===== src/rtl/pgtm_params.svh =====
// constants for the power-good tree mask register bank
`ifndef PGTM_PARAMS_SVH
`define PGTM_PARAMS_SVH

// register offsets
`define PGTM_OFS_OUT1_RAIL      8'hA4
`define PGTM_OFS_OUT1_PIN_RAIL  8'hA5
`define PGTM_OFS_OUT4_RAIL      8'hA6

// rail-mask field positions (both rail-mask registers)
`define PGTM_BIT_LDO2           7
`define PGTM_BIT_SWITCH1        6
`define PGTM_BIT_STEPDOWN_HI    5
`define PGTM_BIT_STEPDOWN_LO    0

// pin-and-rail mask field positions
`define PGTM_BIT_PIN_FIVE       7
`define PGTM_BIT_PIN_FOUR       6
`define PGTM_BIT_PIN_TWO        5
`define PGTM_BIT_PIN_ONE        4
`define PGTM_BIT_TERM           3
`define PGTM_BIT_SHARED         2
`define PGTM_BIT_BANKB_SW1      1
`define PGTM_BIT_LDO3           0

// factory variant codes; variant 3 routes bank b switch 2 into the shared bit
`define PGTM_VARIANT_BANKB_SW2  2'h3

// factory defaults per variant 0..3
`define PGTM_RST_OUT1_RAIL_V0   8'hFD
`define PGTM_RST_OUT1_RAIL_V1   8'h5C
`define PGTM_RST_OUT1_RAIL_V2   8'hFE
`define PGTM_RST_OUT1_RAIL_V3   8'hFC
`define PGTM_RST_OUT1_PIN_V0    8'hFF
`define PGTM_RST_OUT1_PIN_V1    8'hEB
`define PGTM_RST_OUT1_PIN_V2    8'hFF
`define PGTM_RST_OUT1_PIN_V3    8'hEF
`define PGTM_RST_OUT4_RAIL_V0   8'hF7
`define PGTM_RST_OUT4_RAIL_V1   8'hBF
`define PGTM_RST_OUT4_RAIL_V2   8'hF7
`define PGTM_RST_OUT4_RAIL_V3   8'hFF

// unmapped reads return this
`define PGTM_RDATA_UNMAPPED     8'h00

`endif


===== src/rtl/pgtm_pkg.sv =====
// types shared by the power-good tree mask bank
package pgtm_pkg;

  // rail good indications, 1 = good
  typedef struct packed {
    logic       second_adjustable_ldo;
    logic       first_load_switch;
    logic [5:0] stepdown_rail;        // [5] = rail six ... [0] = rail one
    logic       first_adjustable_ldo;
    logic       third_adjustable_ldo;
    logic       bank_b_first_switch;
    logic       bank_b_second_switch;
    logic       memory_termination_ldo;
  } pgtm_rail_good_t;

  // control input pin states
  typedef struct packed {
    logic control_input_five;
    logic control_input_four;
    logic control_input_two;
    logic control_input_one;
  } pgtm_ctl_pins_t;

  // register access port
  typedef struct packed {
    logic       wr;
    logic       rd;
    logic [7:0] addr;
    logic [7:0] wdata;
  } pgtm_reg_req_t;

endpackage


===== src/rtl/pgtm_tree.sv =====
// one power-good tree: and of every source not masked, registered
`timescale 1ns/1ns
module pgtm_tree #(
  parameter int N = 8
) (
  // clock, reset and enable
  input  wire logic         clk_i,
  input  wire logic         rst_i,
  input  wire logic         ce_i,
  // sources and masks
  input  wire logic [N-1:0] good_i,
  input  wire logic [N-1:0] mask_i,
  // result
  output logic              good_o
);

  always_ff @(posedge clk_i)
  begin
    if (rst_i)
      good_o <= 1'b0;
    else if (ce_i)
      good_o <= &(good_i | mask_i);  // all masked reads as good
  end

endmodule // pgtm_tree


===== src/rtl/pgtm_bank.sv =====
// power-good tree mask registers for general outputs one and four
`timescale 1ns/1ns
`include "pgtm_params.svh"
module pgtm_bank #(
  parameter logic [1:0] VARIANT = 2'h0
) (
  // clock, reset, enable
  input  wire logic                     clk_i,
  input  wire logic                     rst_i,
  input  wire logic                     ce_i,
  // register access
  input  wire pgtm_pkg::pgtm_reg_req_t  req_i,
  output logic [7:0]                    rdata_o,
  output logic                          rvalid_o,
  // sources
  input  wire pgtm_pkg::pgtm_rail_good_t rail_i,
  input  wire pgtm_pkg::pgtm_ctl_pins_t  ctl_i,
  // tree results
  output logic                          general_output_one_o,
  output logic                          general_output_four_o
);

  logic [7:0]  out1_rail_q;
  logic [7:0]  out1_pin_q;
  logic [7:0]  out4_rail_q;
  logic [7:0]  rail_src;
  logic [7:0]  pin_src;
  logic        shared_src;

  // factory default of one register for the build variant
  function automatic logic [7:0] pick(input logic [7:0] v0, input logic [7:0] v1,
                                       input logic [7:0] v2, input logic [7:0] v3);
    unique case (VARIANT)
      2'h0: pick = v0;
      2'h1: pick = v1;
      2'h2: pick = v2;
      2'h3: pick = v3;
    endcase
  endfunction

  localparam logic [7:0] RST_OUT1_RAIL = pick(`PGTM_RST_OUT1_RAIL_V0, `PGTM_RST_OUT1_RAIL_V1,
                                              `PGTM_RST_OUT1_RAIL_V2, `PGTM_RST_OUT1_RAIL_V3);
  localparam logic [7:0] RST_OUT1_PIN  = pick(`PGTM_RST_OUT1_PIN_V0, `PGTM_RST_OUT1_PIN_V1,
                                              `PGTM_RST_OUT1_PIN_V2, `PGTM_RST_OUT1_PIN_V3);
  localparam logic [7:0] RST_OUT4_RAIL = pick(`PGTM_RST_OUT4_RAIL_V0, `PGTM_RST_OUT4_RAIL_V1,
                                              `PGTM_RST_OUT4_RAIL_V2, `PGTM_RST_OUT4_RAIL_V3);

  always_ff @(posedge clk_i)
  begin
    if (rst_i)
      out1_rail_q <= RST_OUT1_RAIL;
    else if (ce_i && req_i.wr && req_i.addr == `PGTM_OFS_OUT1_RAIL)
      out1_rail_q <= req_i.wdata;
  end

  always_ff @(posedge clk_i)
  begin
    if (rst_i)
      out1_pin_q <= RST_OUT1_PIN;
    else if (ce_i && req_i.wr && req_i.addr == `PGTM_OFS_OUT1_PIN_RAIL)
      out1_pin_q <= req_i.wdata;
  end

  always_ff @(posedge clk_i)
  begin
    if (rst_i)
      out4_rail_q <= RST_OUT4_RAIL;
    else if (ce_i && req_i.wr && req_i.addr == `PGTM_OFS_OUT4_RAIL)
      out4_rail_q <= req_i.wdata;
  end

  // read port: data one cycle after the request
  always_ff @(posedge clk_i)
  begin
    if (rst_i)
    begin
      rdata_o  <= `PGTM_RDATA_UNMAPPED;
      rvalid_o <= 1'b0;
    end
    else if (ce_i)
    begin
      rvalid_o <= req_i.rd;
      if (req_i.rd)
      begin
        unique case (req_i.addr)
          `PGTM_OFS_OUT1_RAIL:     rdata_o <= out1_rail_q;
          `PGTM_OFS_OUT1_PIN_RAIL: rdata_o <= out1_pin_q;
          `PGTM_OFS_OUT4_RAIL:     rdata_o <= out4_rail_q;
          default:                 rdata_o <= `PGTM_RDATA_UNMAPPED;
        endcase
      end
    end
  end

  // source vectors in register bit order
  always_comb
  begin
    rail_src = '0;
    rail_src[`PGTM_BIT_LDO2]    = rail_i.second_adjustable_ldo;
    rail_src[`PGTM_BIT_SWITCH1] = rail_i.first_load_switch;
    rail_src[`PGTM_BIT_STEPDOWN_HI:`PGTM_BIT_STEPDOWN_LO] = rail_i.stepdown_rail;
  end

  // variant fixed at build time, so the shared bit is a static mux
  assign shared_src = (VARIANT == `PGTM_VARIANT_BANKB_SW2) ? rail_i.bank_b_second_switch
                                                            : rail_i.first_adjustable_ldo;

  always_comb
  begin
    pin_src = '0;
    pin_src[`PGTM_BIT_PIN_FIVE]  = ctl_i.control_input_five;
    pin_src[`PGTM_BIT_PIN_FOUR]  = ctl_i.control_input_four;
    pin_src[`PGTM_BIT_PIN_TWO]   = ctl_i.control_input_two;
    pin_src[`PGTM_BIT_PIN_ONE]   = ctl_i.control_input_one;
    pin_src[`PGTM_BIT_TERM]      = rail_i.memory_termination_ldo;
    pin_src[`PGTM_BIT_SHARED]    = shared_src;
    pin_src[`PGTM_BIT_BANKB_SW1] = rail_i.bank_b_first_switch;
    pin_src[`PGTM_BIT_LDO3]      = rail_i.third_adjustable_ldo;
  end

  // output one sees both registers
  pgtm_tree #(.N(16)) u_tree_one (
    .clk_i  (clk_i),
    .rst_i  (rst_i),
    .ce_i   (ce_i),
    .good_i ({pin_src, rail_src}),
    .mask_i ({out1_pin_q, out1_rail_q}),
    .good_o (general_output_one_o)
  );

  // output four: only its rail mask lives here; its second mask belongs elsewhere
  pgtm_tree #(.N(8)) u_tree_four (
    .clk_i  (clk_i),
    .rst_i  (rst_i),
    .ce_i   (ce_i),
    .good_i (rail_src),
    .mask_i (out4_rail_q),
    .good_o (general_output_four_o)
  );

endmodule // pgtm_bank


===== config.mk =====
export PLATFORM = sky130hd
export DESIGN_NAME = pgtm_bank
export DESIGN_NICKNAME = d
export VERILOG_FILES = /design/src/rtl/pgtm_pkg.sv /design/src/rtl/pgtm_tree.sv /design/src/rtl/pgtm_bank.sv
export VERILOG_INCLUDE_DIRS = /design/src /design/src/rtl
export SDC_FILE = /design/constraint.sdc
export NUM_CORES = 1
export LEC_CHECK = 0
export ABC_AREA = 1
export BUFFER_PORTS_ARGS = -buffer_cell sky130_fd_sc_hd__buf_2
export CAP_MARGIN = 20
export CORE_MARGIN = 1
export CORE_UTILIZATION = 30
export CTS_CLUSTER_DIAMETER = 30
export DETAILED_ROUTE_END_ITERATION = 8
export PLACE_DENSITY = 0.62
export RECOVER_POWER = 50
export SETUP_SLACK_MARGIN = 0.4
export SYNTH_ARGS = -nofsm -noshare
export SYNTH_HDL_FRONTEND = slang
export SYNTH_HIERARCHICAL = 1
export SYNTH_SLANG_ARGS = --single-unit

===== constraint.sdc =====
create_clock -name clk_i -period 1.15 [get_ports clk_i]
set_input_delay 0.2875 -clock clk_i [delete_from_list [all_inputs] [get_ports clk_i]]
set_output_delay 0.2875 -clock clk_i [all_outputs]
set_load 0.02 [all_outputs]

**Yosys cells after proc, flatten, opt, wreduce, memory -nomap -nowiden**

Index checks and enable logic that the tools add are counted.

- Bits in registers: 35
- Input bits: 38
- Output and inout port bits: 11
- Logic and storage cells: 20

- Equality and inequality tests: 3
- Muxes and demuxes: 1
- Bitwise logic cells: 2
- Reduce and logical (&&, ||, !) cells: 7

Operators by type and width:

| cell | count |
|---|---|
| $eq 8x8->1 const B | 3 |
| $pmux 8 s3 | 1 |
| $or 16x16->16 | 1 |
| $reduce_and 16->1 | 1 |
| $or 8x8->8 | 1 |
| $reduce_and 8->1 | 1 |
| $logic_and 1x1->1 | 4 |
| $reduce_and 2->1 | 1 |

**Longest topological paths before layout**

Gate-level depths: netlist of run 1.

- Word-level depth: 2
- Gate-level depth with buffers: 8
- Gate-level depth less buffers: 7

**Hierarchy**

The synthesis of run 1 kept the hierarchy.

Modules (own cells, without submodules):

| module | times used | cells each | area each (µm²) | sequential area each (µm²) |
|---|---|---|---|---|
| pgtm_bank | 1 | 195 | 1492.7 | 660.6 |
| pgtm_tree at u_tree_one | 1 | 34 | 158.9 | 20.0 |
| pgtm_tree at u_tree_four | 1 | 34 | 152.6 | 20.0 |

**Worst setup path after synthesis of run 1**

No wires, ideal clock.

- Path type: input to register
- Start point: input port req_i[14] (netlist name)
- End point: register rdata_o[1]
- Setup time: 71 ps
- Data arrival time: 1040 ps
- Required time: 1079 ps
- Path slack: 39 ps
- Stages: 8
- Path buffers: 1
- Path through: inv_1 -> nand2_2 -> nor2_8 -> buf_6 -> nand3_1 -> nand3_1 -> nand2_1 -> a21oi_2

- Longest elaborated chain between the ends: 2
- Elaborated cells between the ends (all ways): 4
- Classes of those cells: eq/ne (3); mux (1)

Ends and longest elaborated chain:

| what | line | text |
|---|---|---|
| start, declared | pgtm_bank.sv:12 | `input wire pgtm_pkg::pgtm_reg_req_t req_i,` |
| $eq 8x8->1 | pgtm_bank.sv:85 | `unique case (req_i.addr)` |
| $pmux 8 s3 * | pgtm_bank.sv:85 |  |
| end signal, assigned | pgtm_bank.sv:86 | `` `PGTM_OFS_OUT1_RAIL: rdata_o <= out1_rail_q; `` |
| end signal, assigned | pgtm_bank.sv:87 | `` `PGTM_OFS_OUT1_PIN_RAIL: rdata_o <= out1_pin_q; `` |
| end signal, assigned | pgtm_bank.sv:88 | `` `PGTM_OFS_OUT4_RAIL: rdata_o <= out4_rail_q; `` |
| end, declared | pgtm_bank.sv:13 | `output logic [7:0] rdata_o,` |

Mark *: on every way between the ends. The rest lies on a longest branch, timed or not.
A chain may end at the register's enable or synchronous reset.

**Worst setup path in the final report of run 1**

- Start point: register rdata_o[6]
- End point: output port rdata_o[6]

RTL lines:

| what | line | text |
|---|---|---|
| start signal, assigned | pgtm_bank.sv:77 | `` rdata_o <= `PGTM_RDATA_UNMAPPED; `` |
| start signal, assigned | pgtm_bank.sv:86 |  |
| start signal, assigned | pgtm_bank.sv:87 |  |

No word-level cell between the ends.

==> results.ini, run 1 <==
[grt]
wire_length_of_the_first_global_routing_pass_mm = 9.791
gr-total-overflow = 0
antenna_found_initial = 0
groute.usage.overall_pct = 20.91
first_global_vias = 1964
grt_start_max_net_pins = 23

[synthesis]
synth_area_um2 = 1804
postSynthAreaPerCell_um2 = 6.860
synth_cells = 263
mappedNetlistNets = 301
ys_warn_count = 6
synth_seq_area_share_pct = 38.83
ys_types = 20
synth_seq_cells = 35

[clock_tree]
clockBufferDepth = 2
cts_tree = yes
clock_tree.root_cell = sky130_fd_sc_hd__clkbuf_8
cts_num_sinks = 35
worst_skew_pair.late_latency_ps = 300
path_clk_slew_ps = 70
cts_htree_levels = 2
holdBufCountCts = 0
tritoncts.num_buffers = 5

[timing]
finClkSkew_ps = 3.576
max_freq_mhz = 966.3
max-slew-margin-rel_pct = 77.29
final.setup.tns_ps = 0
hold_viol = 0
setup_repair_after_global_routing_missed_its_margin = yes
layout_worst_path_cycle_share_pct = 89.99
setup_viol_count_final = 0
max_slew.worst_pin.slew_ps = 340.6
timing.final.crit_period_ps = 1035
maxSlewViolCount = 0
smallest_hold_slack_ps = 250.9

[routing]
antenna_violating_nets_post_route = 0
drt_drc = 0
drt-wirelength-per-cell_um = 15.92
via_count = 2130
first_pass_iters = 4
via_per_inst = 4.942
dr.first_iter.drc_count = 136
totalWireLength_mm = 6.862

[critical_path]
worstSetupStartpointType = flop
length_in_cells_of_the_worst_reg_to_reg_path = 6
worst_r2r_endpoint = u_tree_four/good_o
critPathMaxStageDelay_ps = 340
setup.worst_path.end = rdata_o[6]
ff2ff_setup_slack_ps = 130
critPathSlowestCell = sky130_fd_sc_hd__dfxtp_2
timing.critical_path.buf_inv = 1
path_depth = 1
critical_path_arrival_ps = 750
critPathMaxFanout = 2
critPathRequiredTime_ps = 860
critical_path_class = flop to output pin
timing.critical_path.max_delay_family = flip-flops
worstSetupEndpointType = output pin
path_cells = buf_6
crit-reg2reg-launch = out4_rail_q[7]
setup.worst_path.start = rdata_o[6]

[place]
gp_congestion = 0.8886
placement.io_buffers = 47
hpwl_mm = 3.740

[layout]
syn_to_final_growth_pct = 91.19
layout-drive-gt1-share_pct = 70.47
layout_commonest_cell = sky130_fd_sc_hd__nand2_1
final_cell_mix = sky130_fd_sc_hd__nand2_1 (48), sky130_fd_sc_hd__nand3_2 (46), sky130_fd_sc_hd__buf_2 (31)
antennaDiodeCount = 0
num-nets-final = 396

[floorplanning]
fp.dieW_um = 79.55
initial_utilization_pct = 31.98
total_die_area_um2 = 6328
chipHeight_um = 79.55
row_count = 27
floorplan.io_pins = 49
core_region_area_um2 = 5642

[status]
run_status = complete, no violations

[power]
leakage_power_nw = 1.625
vdd_drop_max_v = 0.0005358
power_density_nw_per_um2 = 740.5

[run]
maxCapViolations = 0

[hold_path]
worst_hold_path_type = input pin to flop

==> power breakdown <==
part | leakage, nW | switching, mW | internal (mW)
Clock | 0.0412 | 0.481 | 0.423
Sequential | 0.282 | 0.00570 | 1.21
Combinational | 1.30 | 0.245 | 0.192
Total | 1.63 | 0.731 | 1.82
==> cell usage after synthesis <==
cell                       instances  area, um^2
sky130_fd_sc_hd__o21bai_1          1       7.510
sky130_fd_sc_hd__or2_0             1       6.260
sky130_fd_sc_hd__nor2_8            1       20.02
sky130_fd_sc_hd__nand3_2           1       10.01
sky130_fd_sc_hd__dfxtp_1          35       700.7
sky130_fd_sc_hd__nor2_4            3       33.78
sky130_fd_sc_hd__a21oi_2          12       105.1
sky130_fd_sc_hd__inv_2             1       3.750
sky130_fd_sc_hd__buf_1             1       3.750
sky130_fd_sc_hd__clkinv_4          2       17.52
sky130_fd_sc_hd__nand2_2           3       18.77
sky130_fd_sc_hd__inv_1            26       97.59
sky130_fd_sc_hd__nor2_1           24       90.09
sky130_fd_sc_hd__clkbuf_1          2       7.510
sky130_fd_sc_hd__nand2_1          87       326.6
sky130_fd_sc_hd__nand3_4           2       35.03
sky130_fd_sc_hd__nand3_1          56       280.3
sky130_fd_sc_hd__a21oi_1           1       5.000
sky130_fd_sc_hd__or2_1             2       12.51
sky130_fd_sc_hd__buf_6             2       22.52
==> logic make-up after synthesis <==
family / share of synthesized area (%)
flops: 38.83
simple gates: 46.19
compound gates: 6.519
buf+inv: 8.460
==> what timing repair did <==
action | CTS | global route
setup buffers | 17 | 12
pin swaps | 56 | 43
gates cloned | 5 | 0
endpoints found under the setup margin | 45 | 45
resized for setup | 127 | 90
==> registers in the layout (all words and copies together) (netlist names) <==
name                flops
rvalid_o                1
out1_pin_q              8
rdata_o                 8
u_tree_four/good_o      1
u_tree_one/good_o       1
out4_rail_q             8
out1_rail_q             8
==> stage by stage <==
stage                     setup WS (ps)  area [um^2]  instances  power [mW]  utilization [%]
after global placement           -195.6         2322        389       1.536            41.16
after CTS                         111.8         3007        419       2.515            53.29
after floorplan                   59.65         1929        263       1.388                -
after global routing              52.54         3450        431       2.645            61.14
final                             115.1         3450        431       2.554            61.14
after detailed placement         -207.9         2322        389       1.539            41.16
==> how the worst min path moves through the flow <==
| stage | to | start | slack, ps | depth (start not counted) |
|---|---|---|---|---|
| 2_1_floorplan | out1_rail_q[1] | rst_i | 350 | 1 |
| 3_5_place_dp | rvalid_o | rvalid_o | 450 | 2 |
| 6_report | out4_rail_q[3] | rst_i | 250 | 2 |
| 3_3_place_gp | rvalid_o | rvalid_o | 450 | 2 |
| 5_1_grt | out4_rail_q[3] | rst_i | 250 | 2 |
| 4_1_cts | out4_rail_q[7] | req_i[7] | 230 | 3 |
==> area by class of cell <==
class	instances	area, um^2
Clock buffer	6	72.57
Timing Repair Buffer	89	795.8
Fill cell	470	2192
Inverter	29	210.2
Tap cell	72	90.09
Multi-Input combinational cell	198	1518
Clock inverter	2	12.51
Sequential cell	35	750.7
==> metal layers <==
| metal | GRT usage, % | wire [um] |
|---|---|---|
| met4 | 9.818 | 305 |
| met3 | 3.657 | 335 |
| met5 | 0 | 0 |
| met2 | 34.19 | 3365 |
| met1 | 26.46 | 2855 |
No activity file was read; power rests on OpenSTA's default activity.
==> inputs of run 2 (changes only) <==
- ABC_AREA: 1 -> default
- GPL_TIMING_DRIVEN: default -> 0
- MAX_ROUTING_LAYER: default -> met4
- PLACE_DENSITY: 0.62 -> 0.63
==> run 2 against run 1 <==
Effect of this change: the run now ends with negative setup slack left; sequential cell count stayed put; critical path depth is 2 higher; via count is 31% lower; first-iteration DRC count is 32% lower; die area is 11% lower; total power is 9.5% lower; sequential power hardly changed; combinational power is 41% lower; non-clock buffer count is 15 lower; synthesized cell count is 38% lower; clock skew is 3.1 ps higher; final area is 33% lower; critical path type is now flop to flop; highest routed layer unchanged.
==> results.ini, run 2 <==
[status]
run_status = complete, but fails checks
violated_checks = negative setup slack

[clock_tree]
tritoncts.num_buffers = 5  ; unchanged
clock_tree.root_cell = sky130_fd_sc_hd__clkbuf_8
cts_htree_levels = 2  ; unchanged
path_clk_slew_ps = 70  ; about the same
cts_tree = yes
clockBufferDepth = 2  ; unchanged
worst_skew_pair.late_latency_ps = 290  ; about the same
holdBufCountCts = 0  ; unchanged
cts_num_sinks = 35  ; unchanged

[grt]
gr-total-overflow = 0  ; unchanged
grt_start_max_net_pins = 11  ; -52%
wire_length_of_the_first_global_routing_pass_mm = 6.982  ; -29%
globalRouteMet3Util_pct = 5.087  ; +1.4 points
gr-max-usage-layer = met2
met1_usage_pct = 20.72  ; -5.7 points
groute.usage.overall_pct = 18.03  ; -2.9 points
use_met2_pct = 30.03  ; -4.2 points
antenna_found_initial = 0  ; unchanged
first_global_vias = 1444  ; -26%

[timing]
maxSlewViolCount = 0  ; unchanged
max_freq_mhz = 811.6  ; -16%
layout_worst_path_cycle_share_pct = 107.1  ; +17 points
hold_viol = 0  ; unchanged
setup_repair_after_global_routing_missed_its_margin = yes
setup_ws_ps = -82.19  ; -197.3 ps
finClkSkew_ps = 6.689  ; +3.113 ps
timing.final.crit_period_ps = 1232  ; +197.3 ps
max-slew-margin-rel_pct = 64.91  ; -12 points
final.setup.tns_ps = -105.1  ; -105.1 ps
setup_viol_count_final = 2  ; +2
max_slew.worst_pin.slew_ps = 526.4  ; +185.8 ps

[synthesis]
mappedNetlistNets = 202  ; -33%
synth.largest_area_cell = sky130_fd_sc_hd__dfxtp_1
ys_types = 26  ; +30%
netlist_top_cells_area = sky130_fd_sc_hd__dfxtp_1 (44%), sky130_fd_sc_hd__mux2i_1 (20%), sky130_fd_sc_hd__nor2_1 (8.7%)
netlist_top_cells_count = sky130_fd_sc_hd__nor2_1 (37), sky130_fd_sc_hd__dfxtp_1 (35), sky130_fd_sc_hd__mux2i_1 (32), sky130_fd_sc_hd__o22ai_1 (10)
synth_most_common_cell = sky130_fd_sc_hd__nor2_1
ys_warn_count = 6  ; unchanged
synth_area_um2 = 1600  ; -11%
netlist.area_leader.share_pct = 43.78  ; +4.9 points
synth_seq_area_share_pct = 43.78  ; +4.9 points
asyncSetResetFlopFracSynth_pct = 0  ; unchanged
postSynthAreaPerCell_um2 = 9.758  ; +42%
post_synth_edffs = 0  ; unchanged
synth_flop_cell = sky130_fd_sc_hd__dfxtp_1
synth_seq_cells = 35  ; unchanged
synth_cells = 164  ; -38%

[floorplanning]
fp.dieW_um = 75.04  ; -5.7%
core_region_area_um2 = 5107  ; -9.5%
chipHeight_um = 75.04  ; -5.7%
initial_utilization_pct = 31.33  ; -0.65 points
row_count = 26  ; -3.7%
floorplan.io_pins = 49  ; unchanged
total_die_area_um2 = 5630  ; -11%

[routing]
drt_drc = 0  ; unchanged
first_pass_iters = 4  ; unchanged
via_count = 1478  ; -31%
drt-wirelength-per-cell_um = 14.86  ; -6.7%
via_per_inst = 4.846  ; -1.9%
dr.first_iter.drc_count = 93  ; -32%
totalWireLength_mm = 4.533  ; -34%
antenna_violating_nets_post_route = 0  ; unchanged

[place]
placement.io_buffers = 47  ; unchanged
placed_area_um2 = 1957  ; -16%
setup_slack_placement_ps = -314.4  ; -106.5 ps
placedCellCount = 281  ; -28%
hpwl_mm = 3.165  ; -15%
gp_congestion = 0.8259  ; -7.1%

[layout]
antennaDiodeCount = 0  ; unchanged
final_area_um2 = 2326  ; -33%
final_cell_mix = sky130_fd_sc_hd__nor2_1 (33), sky130_fd_sc_hd__buf_2 (33), sky130_fd_sc_hd__mux2i_1 (32)
fillCellCount = 515  ; +9.6%
post_layout_nonfiller_instances = 305  ; -29%
layout-drive-gt1-share_pct = 51.91  ; -19 points
syn_to_final_growth_pct = 45.35
num-nets-final = 274  ; -31%

[power]
total_switching_power_mw = 0.5680  ; -22%
share_clk_of_total_power_pct = 35.9  ; +0.5 points
sw_frac_of_total_pct = 24.56  ; -4.1 points
power_density_nw_per_um2 = 994.2  ; +34%
comb_power_share_pct = 11.2  ; -5.9 points
post-layout-total-power_mw = 2.313  ; -9.5%
internal_power_mw = 1.745  ; -4.3%
vdd_drop_max_v = 0.0003777  ; -30%
power_frac_seq_pct = 53.0  ; +5.5 points
leakage_power_nw = 1.117  ; -31%

[critical_path]
critPathMaxFanout = 3  ; +1
setup.worst_path.end = u_tree_four/good_o
length_in_cells_of_the_worst_reg_to_reg_path = 3  ; -3
ff2ff_setup_slack_ps = -80  ; -210 ps
path_cells = o22ai_2 -> or4_4 -> a211oi_2
crit-reg2reg-launch = out4_rail_q[6]
critPathMaxStageDelay_ps = 540  ; +200 ps
setup.worst_path.start = out4_rail_q[6]
worst_r2r_endpoint = u_tree_four/good_o
critPathRequiredTime_ps = 1360  ; +500 ps
critical_path_arrival_ps = 1440  ; +690 ps
worstSetupEndpointType = flop
worstSetupStartpointType = flop
critPathSlowestCell = sky130_fd_sc_hd__or4_4
critical_path_class = flop to flop

[hold_path]
hold_path_depth = 2  ; unchanged
worst_hold_path_type = input pin to flop

[run]
maxCapViolations = 0  ; unchanged

run 2: worst min path at each step:
stage	startpoint	endpoint	slack [ps]
floorplan	rst_i	u_tree_four/good_o	350
global placement	u_tree_one/good_o	u_tree_one/good_o	440
detailed placement	u_tree_one/good_o	u_tree_one/good_o	450
CTS	rst_i	u_tree_four/good_o	200
global route	rst_i	u_tree_four/good_o	200
finish	rst_i	u_tree_four/good_o	200
run 2: area by class of cell:
class,instances,area [um^2],share of cell area [%]
multi-input cells,119,905.9,38.95
inverters,1,3.754,0.1614
flip-flops and latches,35,737.0,31.68
repair buffers,65,454.2,19.53
plain buffers,9,61.31,2.636
clock buffers,5,68.82,2.959
well taps,70,87.58,3.765
clock inverters,1,7.507,0.3228
run 2: metal layers:
layer	routed length [um]	share of wire (%)	vias up
met1	2051	45	694
met2	2220	49	37
met4	70	1.5	0
met3	190	4.2	8
li1	-	-	739
met5	0	0	-
run 2: critical path: cells and delay by family, from the launching register on:
kind | cells | cell delay [ps]
simple gates | 1 | 540
flops | 1 | 360
compound gates | 2 | 260
run 2: cells by family (layout without fill, tap and decap cells):
| kind of cell | after synthesis | count (layout) | synth area share, % |
|---|---|---|---|
| flip-flops | 35 | 35 | 43.78 |
| AND/OR/NAND/NOR | 54 | 54 | 16.50 |
| multiplexers | 32 | 32 | 20.02 |
| AO/OA/AOI/OAI | 33 | 33 | 16.03 |
| buffers and inverters | 10 | 81 | 3.674 |
run 2: per-stage QoR:
step                      utilization [%]  hold slack [ps]
final                               45.54            199.0
after global routing                45.54            197.8
after CTS                           45.25            204.8
after detailed placement            38.31            449.2
after global placement              38.31            442.5
after floorplan                         -            352.1
run 2: timing repair:
action	4_1_cts	5_1_grt
setup buffers	15	3
pin swaps	11	7
endpoints found under the setup margin	45	45
resized for setup	59	12
run 2: power by group through the flow:
| stage | Sequential (mW) | Clock (mW) | Combinational, mW |
|---|---|---|---|
| after detailed placement | 1.25 | 0 | 0.229 |
| final | 1.22 | 0.829 | 0.259 |
| after global routing | 1.22 | 0.911 | 0.280 |
| after CTS | 1.22 | 0.847 | 0.260 |
| after global placement | 1.25 | 0 | 0.228 |
| after floorplan | 1.26 | 0 | 0.107 |
==> inputs of run 3 (changes only) <==
- CELL_PAD_IN_SITES_DETAIL_PLACEMENT: default -> 0
- CELL_PAD_IN_SITES_GLOBAL_PLACEMENT: default -> 1
- PLACE_DENSITY: 0.63 -> 0.77
- TNS_END_PERCENT: default -> 20
- clock period: 1.15 -> 1.09 ns (I/O delays scaled with it)
==> run 3 against run 2 <==
Effect of this change: the flow still finishes with violations (negative setup slack); clock power grew 15%; die area unchanged; total power grew 8.9%; sequential cell count unchanged; via count is 6.2% lower; maximum frequency rose by 2.2%; register-to-register slack lost 30 ps; worst hold slack got worse by 30 ps; non-clock buffer count shrank 15; critical endpoint unchanged; largest power group unchanged.
==> results.ini, run 3 (same netlist as run 2, synthesis figures left out) <==
[hold_path]
hold_path_depth = 2  ; unchanged
worst_hold_path_type = input pin to flop
min_delay_worst_endpoint = u_tree_four/good_o
hold_start = rst_i

[timing]
setup_viol_count_final = 1  ; -1
setup_ws_ps = -115.9  ; -33.69 ps
timing.final.crit_period_ps = 1206  ; -26.31 ps
setup_repair_after_global_routing_missed_its_margin = yes
finClkSkew_ps = 3.103  ; -3.586 ps
maxSlewViolCount = 0  ; unchanged
max-slew-margin-rel_pct = 64.79  ; -0.11 points
layout_worst_path_cycle_share_pct = 110.6  ; +3.5 points
final.setup.tns_ps = -115.9  ; -10.78 ps
hold_viol = 0  ; unchanged
max_freq_mhz = 829.3  ; +2.2%
max_slew.worst_pin.slew_ps = 528.1  ; +1.708 ps

[power]
total_switching_power_mw = 0.6084  ; +7.1%
comb_power_share_pct = 10.9  ; -0.3 points
sw_frac_of_total_pct = 24.16  ; -0.40 points
share_clk_of_total_power_pct = 37.9  ; +2.0 points
vdd_drop_max_v = 0.0005333  ; +41%
power_density_nw_per_um2 = 1126  ; +13%
power_frac_seq_pct = 51.2  ; -1.8 points
leakage_power_nw = 1.056  ; -5.5%
internal_power_mw = 1.910  ; +9.5%
post-layout-total-power_mw = 2.519  ; +8.9%

[place]
gp_congestion = 0.8060  ; -2.4%
placement.io_buffers = 47  ; unchanged
hpwl_mm = 3.214  ; +1.6%
setup_slack_placement_ps = -383.0  ; -68.67 ps

[clock_tree]
cts_num_sinks = 35  ; unchanged
path_clk_slew_ps = 70  ; about the same
clockBufferDepth = 2  ; unchanged
holdBufCountCts = 0  ; unchanged
worst_skew_pair.late_latency_ps = 290  ; about the same
cts_htree_levels = 2  ; unchanged
tritoncts.num_buffers = 5  ; unchanged
cts_tree = yes
clock_tree.root_cell = sky130_fd_sc_hd__clkbuf_8

[routing]
drt_drc = 0  ; unchanged
totalWireLength_mm = 4.336  ; -4.3%
via_count = 1386  ; -6.2%
antenna_violating_nets_post_route = 0  ; unchanged
drt-wirelength-per-cell_um = 14.90  ; +0.26%
first_pass_iters = 4  ; unchanged
dr.first_iter.drc_count = 75  ; -19%
via_per_inst = 4.763  ; -1.7%

[status]
run_status = complete, but fails checks
violated_checks = negative setup slack

[floorplanning]
floorplan.io_pins = 49  ; unchanged
fp.dieW_um = 75.04  ; unchanged
core_region_area_um2 = 5107  ; unchanged
chipHeight_um = 75.04  ; unchanged
total_die_area_um2 = 5630  ; unchanged
row_count = 26  ; unchanged
initial_utilization_pct = 31.33  ; unchanged

[layout]
final_cell_mix = sky130_fd_sc_hd__nor2_1 (32), sky130_fd_sc_hd__buf_2 (32), sky130_fd_sc_hd__mux2i_1 (32)
fillCellCount = 514  ; -0.19%
layout-drive-gt1-share_pct = 48.42  ; -3.5 points
syn_to_final_growth_pct = 39.72
finish.utilization_pct = 43.78  ; -1.8 points
num-nets-final = 259  ; -5.5%
antennaDiodeCount = 0  ; unchanged

[grt]
groute.usage.overall_pct = 17.04  ; -0.99 points
first_global_vias = 1302  ; -9.8%
gr-total-overflow = 0  ; unchanged
wire_length_of_the_first_global_routing_pass_mm = 6.561  ; -6.0%
antenna_found_initial = 0  ; unchanged
grt_start_max_net_pins = 11  ; unchanged

[critical_path]
ff2ff_setup_slack_ps = -120  ; -30 ps
critical_path_class = flop to flop
critical_path_arrival_ps = 1420  ; -20 ps
worst_r2r_endpoint = u_tree_four/good_o
critPathRequiredTime_ps = 1300  ; -60 ps
length_in_cells_of_the_worst_reg_to_reg_path = 3  ; unchanged
crit-reg2reg-launch = out4_rail_q[2]
worstSetupStartpointType = flop
critPathMaxFanout = 3  ; unchanged
worstSetupEndpointType = flop

[run]
maxCapViolations = 0  ; unchanged

run 3: worst max path at each step:
| stage | from | end |
|---|---|---|
| after global routing | out4_rail_q[4] | u_tree_four/good_o |
| final | out4_rail_q[2] | u_tree_four/good_o |
| after detailed placement | rst_i | out1_pin_q[0] |
| after CTS | out4_rail_q[4] | u_tree_four/good_o |
| after global placement | rst_i | out1_rail_q[6] |
| after floorplan | out4_rail_q[1] | u_tree_four/good_o |
run 3: stage by stage:
step	cells	hold slack, ps	instance area, um^2
3_3_place_gp	281	446.2	1932
2_1_floorplan	164	337.1	1609
6_report	291	168.9	2236
3_5_place_dp	281	453.6	1932
5_1_grt	291	157.9	2236
4_1_cts	291	187.7	2221
run 3: worst max-delay path, stage by stage (launching register included):
cell and delay [ps]:
sky130_fd_sc_hd__dfxtp_2 350, sky130_fd_sc_hd__o22ai_1 110, sky130_fd_sc_hd__or4_4 500, sky130_fd_sc_hd__a211oi_2 170
run 3: routing by layer:
metal | part of all wire (%) | up-vias | global-route usage, %
met5 | 0 | - | -
met4 | 1.7 | 0 | 6.289
met3 | 3.4 | 5 | 4.150
met2 | 50 | 33 | 27.03
met1 | 45 | 640 | 20.95
li1 | - | 708 | -
run 3: power groups by stage:
stage | Combinational [mW] | Clock (mW) | Sequential, mW
6_report | 0.275 | 0.954 | 1.29
5_1_grt | 0.297 | 1.05 | 1.29
4_1_cts | 0.276 | 0.975 | 1.29
3_5_place_dp | 0.238 | 0 | 1.32
3_3_place_gp | 0.237 | 0 | 1.32
2_1_floorplan | 0.107 | 0 | 1.33
run 3: timing repair:
action	4_1_cts	5_1_grt
endpoints found under the hold margin	0	0
setup endpoints to repair	46	46
setup buffers	3	0
pin swaps	17	17
resized for setup	65	10
run 3: area by class of cell:
type,instances,area [um^2],share of cell area [%]
Multi-Input combinational cell,119,899.6,40.24
Buffer,9,73.82,3.302
Tap cell,70,87.58,3.917
Inverter,1,3.754,0.1679
Clock inverter,1,5.005,0.2238
Sequential cell,35,735.7,32.90
Clock buffer,6,82.58,3.693
Timing Repair Buffer,50,347.8,15.56
